$ cat config.mk
export PLATFORM = sky130hd
export DESIGN_NAME = gfm_gpio_mux
export DESIGN_NICKNAME = d
export VERILOG_FILES = /design/src/core/gfm_pin_slice.v /design/src/core/gfm_gpio_mux.v
export VERILOG_INCLUDE_DIRS = /design/src /design/src/core
export SDC_FILE = /design/constraint.sdc
export NUM_CORES = 1
export LEC_CHECK = 0
export BUFFER_PORTS_ARGS = -buffer_cell sky130_fd_sc_hd__buf_2
export CELL_PAD_IN_SITES_DETAIL_PLACEMENT = 0
export CELL_PAD_IN_SITES_GLOBAL_PLACEMENT = 2
export CORE_AREA = 2 2 134 136
export DETAILED_ROUTE_END_ITERATION = 7
export DIE_AREA = 0 0 136 138
export GPL_ROUTABILITY_DRIVEN = 0
export GPL_TIMING_DRIVEN = 0
export PLACE_DENSITY = 0.9
export REMOVE_ABC_BUFFERS = 1
export SYNTH_ARGS = -nofsm -noshare
export SYNTH_HDL_FRONTEND = slang
export SYNTH_SLANG_ARGS = --single-unit
$ cat constraint.sdc
create_clock -name clk -period 8.4 [get_ports clk]
set_clock_uncertainty 0.1 [all_clocks]
set_input_delay 1.68 -clock clk [delete_from_list [all_inputs] [get_ports clk]]
set_output_delay 1.68 -clock clk [all_outputs]
set_load 0.01 [all_outputs]
$ cat src/core/gfm_defs.vh
/*
 Constants shared by the pin function multiplexer and its per-pin decoder.
 Assumes an 8-bit register port and a byte-wide configuration memory port.

//Contract
//- Configuration loads from programmable memory at power-up.
//- Host programs each pin function over register port.
//- Bits 6:0 hold the pin function code.
//- Code 0x00 is plain input, no function.
//- Codes 0x10/0x14 flag reference 0/1 as failed.
//- Code 0x20 ORs with loop clear-enable bit.
//- Codes 0x44-0x47 OR into stop-clock bits.
//- Even codes 0x60-0x66 OR into differential enables.
//- Differential enable per output or whole group.
//- Codes 0x70/0x72 OR into CMOS output enables.
//- Status code 0x80 drives pin with interrupt.
//- Interrupt flags status change; host reads status.
//- Status 0x88 shows reference 0 inactivity.
//- Status 0x89 shows single period monitor failure.
//- Status 0x8A shows coarse frequency monitor failure.
*/
`ifndef GFM_DEFS_VH
`define GFM_DEFS_VH

`define GFM_NPIN 6
`define GFM_STAT_BIT 7
`define GFM_CODE_MSB 6
`define GFM_CFG_RST 8'h00

`define GFM_FN_LOSS0 7'h10
`define GFM_FN_LOSS1 7'h14
`define GFM_FN_CLR 7'h20
`define GFM_FN_STOP_CB1 7'h44
`define GFM_FN_STOP_CB0 7'h45
`define GFM_FN_STOP_DB1 7'h46
`define GFM_FN_STOP_DB0 7'h47
`define GFM_FN_DIFF0 7'h60
`define GFM_FN_DIFF1 7'h62
`define GFM_FN_DIFF2 7'h64
`define GFM_FN_DIFF3 7'h66
`define GFM_FN_CMOS0 7'h70
`define GFM_FN_CMOS1 7'h72
`define GFM_ST_IRQ 7'h00
`define GFM_ST_NOACT 7'h08
`define GFM_ST_SCM 7'h09
`define GFM_ST_CFM 7'h0a

`define GFM_FX_LOSS0 0
`define GFM_FX_LOSS1 1
`define GFM_FX_CLR 2
`define GFM_FX_STOP 3
`define GFM_FX_DIFF 7
`define GFM_FX_CMOS 11
`define GFM_NFX 13

`define GFM_A_LOOP 8'h06
`define GFM_A_STOP 8'h07
`define GFM_A_DIFF 8'h08
`define GFM_A_CMOS 8'h09
`define GFM_A_GROUP 8'h0a
`define GFM_A_MASK 8'h0b
`define GFM_A_STAT 8'h10
`define GFM_A_PINS 8'h11
`define GFM_A_REF 8'h12
`define GFM_A_LOAD 8'h13
`define GFM_OTP_LAST 8'h0b
`define GFM_OTP_FIRST 8'h00

`define GFM_NSTOP 4
`define GFM_NDIFF 4
`define GFM_NCMOS 2
`define GFM_NIRQ 5
`define GFM_IRQ_FAIL0 0
`define GFM_IRQ_FAIL1 1
`define GFM_IRQ_OK0 2
`define GFM_IRQ_OK1 3
`define GFM_IRQ_LOADED 4
`define GFM_LOOP_CLR_BIT 0
`define GFM_GROUP_DIFF_BIT 0

`endif

$ cat src/core/gfm_pin_slice.v
/*
 Per-pin function decoder: turns one configuration byte into control hits
 or a status drive. Purely combinational; the top registers every result.
*/
`timescale 1ns/1ps
`include "gfm_defs.vh"

module gfm_pin_slice (
	input wire [7:0] cfg, // Pin configuration byte
	input wire pin_in, // Pin level as sampled
	input wire irq, // Device interrupt level
	input wire ref0_noact, // Reference 0 idle last second
	input wire ref0_scm, // Reference 0 period monitor fail
	input wire ref0_cfm, // Reference 0 frequency monitor fail
	output reg [`GFM_NFX-1:0] fn_hit, // Control functions asserted by pin
	output reg drv_out, // Level to drive
	output reg drv_oe // Pin is driven
);

wire is_stat;
wire [`GFM_CODE_MSB:0] code;

assign is_stat = cfg[`GFM_STAT_BIT];
assign code = cfg[`GFM_CODE_MSB:0];

always @* begin
	fn_hit = {`GFM_NFX{1'b0}};
	drv_out = 1'b0;
	drv_oe = 1'b0;
	if (!is_stat) begin
		case (code)
		`GFM_FN_LOSS0: fn_hit[`GFM_FX_LOSS0] = pin_in;
		`GFM_FN_LOSS1: fn_hit[`GFM_FX_LOSS1] = pin_in;
		`GFM_FN_CLR: fn_hit[`GFM_FX_CLR] = pin_in;
		`GFM_FN_STOP_CB1: fn_hit[`GFM_FX_STOP + 3] = pin_in;
		`GFM_FN_STOP_CB0: fn_hit[`GFM_FX_STOP + 2] = pin_in;
		`GFM_FN_STOP_DB1: fn_hit[`GFM_FX_STOP + 1] = pin_in;
		`GFM_FN_STOP_DB0: fn_hit[`GFM_FX_STOP] = pin_in;
		`GFM_FN_DIFF0: fn_hit[`GFM_FX_DIFF] = pin_in;
		`GFM_FN_DIFF1: fn_hit[`GFM_FX_DIFF + 1] = pin_in;
		`GFM_FN_DIFF2: fn_hit[`GFM_FX_DIFF + 2] = pin_in;
		`GFM_FN_DIFF3: fn_hit[`GFM_FX_DIFF + 3] = pin_in;
		`GFM_FN_CMOS0: fn_hit[`GFM_FX_CMOS] = pin_in;
		`GFM_FN_CMOS1: fn_hit[`GFM_FX_CMOS + 1] = pin_in;
		default: fn_hit = {`GFM_NFX{1'b0}};
		endcase
	end else begin
		case (code)
		`GFM_ST_IRQ: begin
			drv_oe = 1'b1;
			drv_out = irq;
		end
		`GFM_ST_NOACT: begin
			drv_oe = 1'b1;
			drv_out = ref0_noact;
		end
		`GFM_ST_SCM: begin
			drv_oe = 1'b1;
			drv_out = ref0_scm;
		end
		`GFM_ST_CFM: begin
			drv_oe = 1'b1;
			drv_out = ref0_cfm;
		end
		default: drv_oe = 1'b0;
		endcase
	end
end

endmodule

$ cat src/core/gfm_gpio_mux.v
/*
 General-purpose pin function multiplexer with its register file, the
 power-up load from configuration memory and the status interrupt.
 Assumes pin inputs and monitor flags are already synchronous to clk, and a
 memory that returns the addressed byte one cycle after its read strobe.
*/
`timescale 1ns/1ps
`include "gfm_defs.vh"

module gfm_gpio_mux (
	input wire clk, // System clock, 10 MHz
	input wire reset_n, // Synchronous reset, active low
	input wire [7:0] bus_addr, // Register address
	input wire [7:0] bus_wdata, // Register write data
	input wire bus_wr, // Write strobe
	input wire bus_rd, // Read strobe
	output wire [7:0] bus_rdata, // Read data, cycle after strobe
	output wire otp_rd, // Configuration memory read strobe
	output wire [7:0] otp_addr, // Configuration memory address
	input wire [7:0] otp_rdata, // Memory byte, cycle after strobe
	input wire [`GFM_NPIN-1:0] gpio_in, // Pin input levels
	output wire [`GFM_NPIN-1:0] gpio_out, // Pin output levels
	output wire [`GFM_NPIN-1:0] gpio_oe, // Pin output enables
	input wire [1:0] ref_mon_fail, // Internal reference monitor fails
	input wire ref0_noact, // Reference 0 idle in last second
	input wire ref0_scm_fail, // Reference 0 single period monitor
	input wire ref0_cfm_fail, // Reference 0 coarse freq monitor
	output wire [1:0] ref_failed, // References treated as failed
	output wire tie_clr_en, // Effective phase error clear enable
	output wire [`GFM_NSTOP-1:0] stop_clk, // Post divider C/D stop bits
	output wire [`GFM_NDIFF-1:0] diff_en, // Differential output enables
	output wire [`GFM_NCMOS-1:0] cmos_en, // CMOS output enables
	output wire irq, // Interrupt, active high level
	output wire cfg_loaded // Power-up load finished
);

localparam [2:0] S_ISSUE = 3'b001;
localparam [2:0] S_WAIT = 3'b010;
localparam [2:0] S_RUN = 3'b100;

reg [2:0] state_r;
reg [2:0] state_nxt;
reg [7:0] otp_addr_r;
reg [7:0] otp_addr_nxt;
reg otp_rd_r;
reg otp_rd_nxt;

reg [7:0] cfg_r [0:`GFM_NPIN-1];
reg loop_clr_r;
reg [`GFM_NSTOP-1:0] stop_reg_r;
reg [`GFM_NDIFF-1:0] diff_reg_r;
reg [`GFM_NCMOS-1:0] cmos_reg_r;
reg group_r;
reg [`GFM_NIRQ-1:0] mask_r;
reg [`GFM_NIRQ-1:0] stat_r;
reg [`GFM_NIRQ-1:0] stat_nxt;

reg [1:0] ref_fail_r;
reg tie_clr_r;
reg [`GFM_NSTOP-1:0] stop_r;
reg [`GFM_NDIFF-1:0] diff_r;
reg [`GFM_NCMOS-1:0] cmos_r;
reg irq_r;
reg [`GFM_NPIN-1:0] gpio_out_r;
reg [`GFM_NPIN-1:0] gpio_oe_r;
reg [7:0] rdata_r;
reg [7:0] rd_mux;
// Capture stage of the memory read and the loaded flag
reg cap_r;
reg [7:0] cap_addr_r;
reg loaded_r;
reg loaded_nxt;

wire [`GFM_NFX-1:0] hit [0:`GFM_NPIN-1];
wire [`GFM_NPIN-1:0] drv_out;
wire [`GFM_NPIN-1:0] drv_oe;
reg [`GFM_NFX-1:0] hit_any;
wire loading;
wire load_we;
wire wr_we;
wire [7:0] wr_addr;
wire [7:0] wr_data;
wire [1:0] ref_fail_nxt;
wire diff_any;
wire [`GFM_NDIFF-1:0] diff_nxt;
wire stat_rd;
integer i;
integer j;
integer k;

// The memory answers one cycle after its strobe, so the byte is written
// in the cycle after the strobe, with the address that went out beside it
assign load_we = cap_r;
assign loading = ~loaded_r;

// Host writes are dropped while the memory image loads, so the image wins
assign wr_we = load_we | (bus_wr & ~loading);
assign wr_addr = load_we ? cap_addr_r : bus_addr;
assign wr_data = load_we ? otp_rdata : bus_wdata;

// Power-up load walks the image one byte per two cycles
// The strobe stands during the wait state; the image has no gaps, so the
// walk simply stops at the last address
always @* begin
	state_nxt = state_r;
	otp_addr_nxt = otp_addr_r;
	otp_rd_nxt = 1'b0;
	case (state_r)
	S_ISSUE: begin
		otp_rd_nxt = 1'b1;
		state_nxt = S_WAIT;
	end
	S_WAIT: begin
		if (otp_addr_r == `GFM_OTP_LAST) begin
			state_nxt = S_RUN;
		end else begin
			otp_addr_nxt = otp_addr_r + 8'h01;
			state_nxt = S_ISSUE;
		end
	end
	S_RUN: begin
		state_nxt = S_RUN;
	end
	default: begin
		state_nxt = S_ISSUE;
		otp_addr_nxt = `GFM_OTP_FIRST;
	end
	endcase
end

always @(posedge clk) begin
	if (!reset_n) begin
		state_r <= S_ISSUE;
		otp_addr_r <= `GFM_OTP_FIRST;
		otp_rd_r <= 1'b0;
	end else begin
		state_r <= state_nxt;
		otp_addr_r <= otp_addr_nxt;
		otp_rd_r <= otp_rd_nxt;
	end
end

// Capture stage: remembers which strobe is answered in this cycle
always @(posedge clk) begin
	if (!reset_n) begin
		cap_r <= 1'b0;
		cap_addr_r <= `GFM_OTP_FIRST;
	end else begin
		cap_r <= otp_rd_r;
		cap_addr_r <= otp_addr_r;
	end
end

// Loaded flag rises on the same edge that writes the last image byte and then holds
always @* begin
	loaded_nxt = loaded_r;
	if (cap_r & (cap_addr_r == `GFM_OTP_LAST)) begin
		loaded_nxt = 1'b1;
	end
end

always @(posedge clk) begin
	if (!reset_n) begin
		loaded_r <= 1'b0;
	end else begin
		loaded_r <= loaded_nxt;
	end
end

// Writable registers share one write port for load and host
always @(posedge clk) begin
	if (!reset_n) begin
		for (i = 0; i < `GFM_NPIN; i = i + 1) begin
			cfg_r[i] <= `GFM_CFG_RST;
		end
		loop_clr_r <= 1'b0;
		stop_reg_r <= {`GFM_NSTOP{1'b0}};
		diff_reg_r <= {`GFM_NDIFF{1'b0}};
		cmos_reg_r <= {`GFM_NCMOS{1'b0}};
		group_r <= 1'b0;
		mask_r <= {`GFM_NIRQ{1'b0}};
	end else if (wr_we) begin
		for (i = 0; i < `GFM_NPIN; i = i + 1) begin
			if (wr_addr == i[7:0]) begin
				cfg_r[i] <= wr_data;
			end
		end
		case (wr_addr)
		`GFM_A_LOOP: loop_clr_r <= wr_data[`GFM_LOOP_CLR_BIT];
		`GFM_A_STOP: stop_reg_r <= wr_data[`GFM_NSTOP-1:0];
		`GFM_A_DIFF: diff_reg_r <= wr_data[`GFM_NDIFF-1:0];
		`GFM_A_CMOS: cmos_reg_r <= wr_data[`GFM_NCMOS-1:0];
		`GFM_A_GROUP: group_r <= wr_data[`GFM_GROUP_DIFF_BIT];
		`GFM_A_MASK: mask_r <= wr_data[`GFM_NIRQ-1:0];
		default: group_r <= group_r;
		endcase
	end
end

// One decoder per pin; each sees the registered interrupt, so a status
// pin shows the interrupt one cycle after the irq output
genvar g;
generate
	for (g = 0; g < `GFM_NPIN; g = g + 1) begin : pin
		gfm_pin_slice u_slice (
			.cfg(cfg_r[g]),
			.pin_in(gpio_in[g]),
			.irq(irq_r),
			.ref0_noact(ref0_noact),
			.ref0_scm(ref0_scm_fail),
			.ref0_cfm(ref0_cfm_fail),
			.fn_hit(hit[g]),
			.drv_out(drv_out[g]),
			.drv_oe(drv_oe[g])
		);
	end
endgenerate

// Several pins may carry the same function; any of them asserts it
always @* begin
	hit_any = {`GFM_NFX{1'b0}};
	for (j = 0; j < `GFM_NPIN; j = j + 1) begin
		hit_any = hit_any | hit[j];
	end
end

// An external loss indication and the internal monitor are ORed, so
// either one alone marks the reference as failed
assign ref_fail_nxt[0] = hit_any[`GFM_FX_LOSS0] | ref_mon_fail[0];
assign ref_fail_nxt[1] = hit_any[`GFM_FX_LOSS1] | ref_mon_fail[1];

// Group mode lets any one enable request switch on the whole bank
assign diff_any = |(hit_any[`GFM_FX_DIFF+`GFM_NDIFF-1:`GFM_FX_DIFF] | diff_reg_r);
assign diff_nxt = group_r ? {`GFM_NDIFF{diff_any}} :
	(hit_any[`GFM_FX_DIFF+`GFM_NDIFF-1:`GFM_FX_DIFF] | diff_reg_r);

// Control outputs: pin request ORed with the register bit (with the internal monitor for ref_failed), one cycle
// after the pin level is sampled
always @(posedge clk) begin
	if (!reset_n) begin
		ref_fail_r <= 2'b00;
		tie_clr_r <= 1'b0;
		stop_r <= {`GFM_NSTOP{1'b0}};
		diff_r <= {`GFM_NDIFF{1'b0}};
		cmos_r <= {`GFM_NCMOS{1'b0}};
		gpio_out_r <= {`GFM_NPIN{1'b0}};
		gpio_oe_r <= {`GFM_NPIN{1'b0}};
	end else begin
		ref_fail_r <= ref_fail_nxt;
		tie_clr_r <= hit_any[`GFM_FX_CLR] | loop_clr_r;
		stop_r <= hit_any[`GFM_FX_STOP+`GFM_NSTOP-1:`GFM_FX_STOP] | stop_reg_r;
		diff_r <= diff_nxt;
		cmos_r <= hit_any[`GFM_FX_CMOS+`GFM_NCMOS-1:`GFM_FX_CMOS] | cmos_reg_r;
		gpio_out_r <= drv_out;
		gpio_oe_r <= drv_oe;
	end
end

// Status bits record changes; a set in the clearing cycle survives
// Only transitions are recorded; a reference that stays failed raises one event
assign stat_rd = bus_rd & (bus_addr == `GFM_A_STAT);

always @* begin
	stat_nxt = stat_r;
	if (stat_rd) begin
		stat_nxt = {`GFM_NIRQ{1'b0}};
	end
	if (ref_fail_nxt[0] & ~ref_fail_r[0]) begin
		stat_nxt[`GFM_IRQ_FAIL0] = 1'b1;
	end
	if (ref_fail_nxt[1] & ~ref_fail_r[1]) begin
		stat_nxt[`GFM_IRQ_FAIL1] = 1'b1;
	end
	if (~ref_fail_nxt[0] & ref_fail_r[0]) begin
		stat_nxt[`GFM_IRQ_OK0] = 1'b1;
	end
	if (~ref_fail_nxt[1] & ref_fail_r[1]) begin
		stat_nxt[`GFM_IRQ_OK1] = 1'b1;
	end
	if (loaded_nxt & ~loaded_r) begin
		stat_nxt[`GFM_IRQ_LOADED] = 1'b1;
	end
end

always @(posedge clk) begin
	if (!reset_n) begin
		stat_r <= {`GFM_NIRQ{1'b0}};
		irq_r <= 1'b0;
	end else begin
		stat_r <= stat_nxt;
		irq_r <= |(stat_nxt & mask_r);
	end
end

// Read mux; a pending status set is reported on the next read
always @* begin
	rd_mux = 8'h00;
	case (bus_addr)
	`GFM_A_LOOP: rd_mux[`GFM_LOOP_CLR_BIT] = loop_clr_r;
	`GFM_A_STOP: rd_mux[`GFM_NSTOP-1:0] = stop_reg_r;
	`GFM_A_DIFF: rd_mux[`GFM_NDIFF-1:0] = diff_reg_r;
	`GFM_A_CMOS: rd_mux[`GFM_NCMOS-1:0] = cmos_reg_r;
	`GFM_A_GROUP: rd_mux[`GFM_GROUP_DIFF_BIT] = group_r;
	`GFM_A_MASK: rd_mux[`GFM_NIRQ-1:0] = mask_r;
	`GFM_A_STAT: rd_mux[`GFM_NIRQ-1:0] = stat_r;
	`GFM_A_PINS: rd_mux[`GFM_NPIN-1:0] = gpio_in;
	`GFM_A_REF: rd_mux[1:0] = ref_fail_r;
	`GFM_A_LOAD: rd_mux[0] = ~loading;
	default: begin
		for (k = 0; k < `GFM_NPIN; k = k + 1) begin
			if (bus_addr == k[7:0]) begin
				rd_mux = cfg_r[k];
			end
		end
	end
	endcase
end

// Read data stands for the answer cycle only and is zero otherwise, so a
// stale value never looks like a fresh answer
always @(posedge clk) begin
	if (!reset_n) begin
		rdata_r <= 8'h00;
	end else if (bus_rd) begin
		rdata_r <= rd_mux;
	end else begin
		rdata_r <= 8'h00;
	end
end

// Every output below comes straight from a register
assign bus_rdata = rdata_r;
assign otp_rd = otp_rd_r;
assign otp_addr = otp_addr_r;
assign gpio_out = gpio_out_r;
assign gpio_oe = gpio_oe_r;
assign ref_failed = ref_fail_r;
assign tie_clr_en = tie_clr_r;
assign stop_clk = stop_r;
assign diff_en = diff_r;
assign cmos_en = cmos_r;
assign irq = irq_r;
assign cfg_loaded = loaded_r;

endmodule

# Yosys cells after proc, flatten, opt, wreduce, memory -nomap -nowiden
# Memories as Yosys holds them, arrays and structs flattened.
# Index checks and enable logic that the tools add are counted.
# word_totals
input_bits,39
out_inout_bits,44
elab_cells,387
memories,1
ram_bits,48
regBits,78
# memory_table
name,words,word_bits,rd,rd_clocked_by_memory_dff,write_ports,line,rtl
cfg_r,6,8,6,0,6,gfm_gpio_mux.v:48,reg [7:0] cfg_r [0:`GFM_NPIN-1];
# classes
n_reduce_logical,36
addsub,1
bitwise_logic,35
eq_ne,128
n_mux,153
# op_table
op,n
$eq 7x7->1 const B,60
$eq 7x4->1 const B,18
$mux 8,15
$mux 1,116
$eq 7x5->1 const B,12
$eq 8x4->1 const B,10
$mux 13,6
$or 13x13->13,5
$eq 8x3->1 const B,8
$eq 7x6->1 const B,6
$logic_not 7->1,6
$eq 8x2->1 const B,4
$eq 8x5->1 const B,4
$pmux 1 s4,7
$reduce_and 2->1,14
$reduce_or 4->1,7
$eq 8x1->1 const B,2
$logic_not 8->1,2
$pmux 8 s2,1
$pmux 2 s6,1
$reduce_or 12->1,1
$or 1x1->1,10
$pmux 1 s10,1
$reduce_or 5->1,2
other kinds (20),35

# Depth between registers and ports, before layout
# An unclocked memory read counts as a cell.
# logic_depth
ltp_word,15
depth_mapped,8
ltp_nobuf,7

# By module
# Synthesis repeated with hierarchy kept, for this count alone.
# unflattened
hier_cells,762
hier_area_um2,6969.2
# by_module_without_submodules
mod,instances,cells_per_inst,seq_area_each_um2,area_per_inst_um2
gfm_gpio_mux,1,516,2982.9,5400.2
gfm_pin_slice,6,41,0.0,261.5

# Worst setup path before layout
# Ideal clock, no wire load.
# synth_timing
path_type,input port to flip-flop
start,input port bus_addr[5]
end,"memory cfg_r[4][0], enable pin"
t_arrival_ns,3.342
setup_time_ns,0.384
required_time_ns,7.916
path_buffers,1
setup_slack_ns,4.574
cell_stages,5
cell_sequence,or4_1 -> buf_2 -> o22ai_4 -> nand3_2 -> o21ai_0
# synth_rtl
item,line,rtl
start: declaration,gfm_gpio_mux.v:13,"input wire [7:0] bus_addr,"
end: declaration,gfm_gpio_mux.v:48,

==> impl_metrics.ini <==
[sta]
hold_viol = 0
fin_crit_sh = 0.475
tightest_slew_ns = 1.38
tns_ns = 0
worst_slew_margin_rel = 0.0507
setup_violations = 0
maxSlewViolCount = 0
period_minus_slack_ns = 3.99
max_freq_ghz = 0.251
rsz0062_at_grt = false

[clocking]
cts_tree = yes
cts_resized = 0
post_cts_buffers = 0
cts-root-buf = clkbuf_16
htreeDepth = 4
path_clk_slew_ns = 0.06
hold_buffers = 0
clock_latency_ns = 0.43
numCtsBuffers = 17
cts_sinks = 125
clockBufferDepth = 2

[setup_path]
crit_path_end_kind = register
required_ns = 8.34
critPathKind = input pin to register
worstPathArrival_ns = 3.93
path_max_fanout = 34
critPathLaunchType = input pin

[finish]
fillers = 1724
post-route-cell-area_mm2 = 0.00783
final_cell_mix = nor2_1 (125), buf_2 (82), dfxtp_1 (77)
drive_above_1_share = 0.174
final_common_cell = nor2_1
n_antenna_cell = 0
final_net_count = 836
area_growth_pct = 17.2
stdcell_count = 1038

[floorplan]
die_x_um = 136
fp-row-count = 49
start_util = 0.381
die_h_um = 138
pin_count = 83
core-area_mm2 = 0.0175
dieArea_mm2 = 0.0188

[route]
drtIter0Drc = 757
first_pass_iters = 5
vias_per_cell = 5.99
drt_drc_violations_left = 0
wl_met1_um = 8960
postRouteAntennaNets = 0
route.vias.total = 6214
top_layer_used = met4
wl_per_cell_um = 20.9
wl_met3_um = 1770
drt-total-wl_um = 21700
wl_met2_um = 9850

[grt]
globalRouteOverflowTotal = 0
antenna_found_initial = 0
grt_pass1_wl_um = 33000
first_global_vias = 5780
grt_max_degree = 41
grtUsageTotal = 0.234

[place]
port_buffers = 82
dp_hpwl_um = 16300
placed_area_mm2 = 0.00721
place_inst = 1005

[yosys]
netlist_top_cells_area = dfxtp_1 (23%), edfxtp_1 (22%), nor2_1 (7.0%), nand3_1 (2.9%), mux2i_1 (2.7%)
async_reset_ff_frac = 0
yosys_warnings = 0
syn_area_mm2 = 0.00668
avgSynthCellArea_um2 = 9.09
syn_inst = 735
synth_top_area_cell = dfxtp_1
synth_edf_count = 48
ys_seq_area_frac = 0.447
ys_ff_latch = 125
ys.flop_type = dfxtp_1
synth_top_area_frac = 0.231
ys_types = 72

[outcome]
status = completed

[power]
power.density_mw_per_mm2 = 196
power_mw = 1.53
ir_worst_vdd_mv = 0.134
leakage_nw = 2.90

[min_path]
hold_class = register to register

[flow_run]
cap_violations = 0
-- flip-flops by register name, indices dropped and copies added (netlist names) --
| name | flops |
|---|---|
| tie_clr_en | 1 |
| diff_en | 4 |
| stop_clk | 4 |
| ref_failed | 2 |
| stop_reg_r | 4 |
| irq | 1 |
| gpio_oe | 6 |
| cfg_r | 48 |
| cmos_reg_r | 2 |
| diff_reg_r | 4 |
| mask_r | 5 |
| bus_rdata | 8 |
| stat_r | 5 |
| state_r | 3 |
| cmos_en | 2 |
| cfg_loaded | 1 |
| gpio_out | 6 |
| group_r | 1 |
| cap_addr_r | 8 |
| otp_addr | 8 |
| cap_r | 1 |
| loop_clr_r | 1 |
-- synth_stat cells, types with 9 or more instances --
| cell type | count |
|---|---|
| nor2b_1 | 20 |
| a22oi_1 | 9 |
| or3_1 | 11 |
| nand3_1 | 39 |
| nor3b_1 | 9 |
| a31oi_1 | 13 |
| and2_1 | 12 |
| dfxtp_1 | 77 |
| and3_1 | 19 |
| nor4_1 | 9 |
| nor3_1 | 17 |
| o21ai_0 | 21 |
| edfxtp_1 | 48 |
| clkbuf_1 | 31 |
| buf_2 | 10 |
| nand2_1 | 40 |
| a211oi_1 | 18 |
| nor2_1 | 125 |
| a21oi_1 | 20 |
| inv_1 | 19 |
| mux2i_1 | 18 |
| nand4_1 | 13 |
-- cell families after synthesis --
kind of cell | synth area share
muxes | 0.0590
adders and majority gates | 0.00787
AOI/OAI and AO/OA | 0.160
DFF | 0.447
xor gates and xnor gates | 0.00918
and+or+nand+nor | 0.281
buffers and inverters | 0.0356
-- stage by stage --
step           setup slack [ns]   util  hold WS [ns]
6_report                   4.41  0.446         0.411
5_1_grt                    4.24  0.446         0.448
4_1_cts                    4.45  0.445         0.419
3_5_place_dp               4.00  0.411         0.407
3_3_place_gp               4.06  0.411         0.396
2_1_floorplan              4.53      -         0.356
-- per-layer routing --
| metal | GRT usage | vias up |
|---|---|---|
| met3 | 0.0524 | 62 |
| met4 | 0.124 | 0 |
| li1 | - | 2869 |
| met2 | 0.362 | 334 |
| met1 | 0.304 | 2949 |
| met5 | 0 | - |
-- layout make-up --
cell class | count | area [um^2] | area share
multi-input combinational | 550 | 3460 | 0.442
timing repair buffer | 83 | 438 | 0.0559
clock buffer | 22 | 454 | 0.0580
inverter | 19 | 71.3 | 0.00911
tap | 229 | 287 | 0.0366
sequential | 125 | 2980 | 0.381
clock inverter | 10 | 138 | 0.0176
-- report_power, final --
part / internal (mW) / switching (mW)
combinational: 0.0411 / 0.0731
clock: 0.474 / 0.276
sequential: 0.643 / 0.0257
total: 1.16 / 0.375
-- critical path, cell delays in order --
cell     delay (ns)
buf_2          0.61
and2_1         0.42
a21oi_1        0.25
o21ai_0        0.93
-- worst paths after layout --
| path | from | endpoint | slack [ns] | depth (start not counted) |
|---|---|---|---|---|
| hold / removal | cfg_r[0][4] | gpio_oe[0] | 0.41 | 1 |
| hold reg to reg | cfg_r[0][4] | gpio_oe[0] | 0.41 | 1 |
| setup reg to reg | cap_r | cfg_r[4][4] | 5.11 | 4 |
| setup / recovery | bus_addr[0] | cfg_r[3][4] | 4.41 | 4 |
Note: power is estimated with default switching activity, not from simulation.
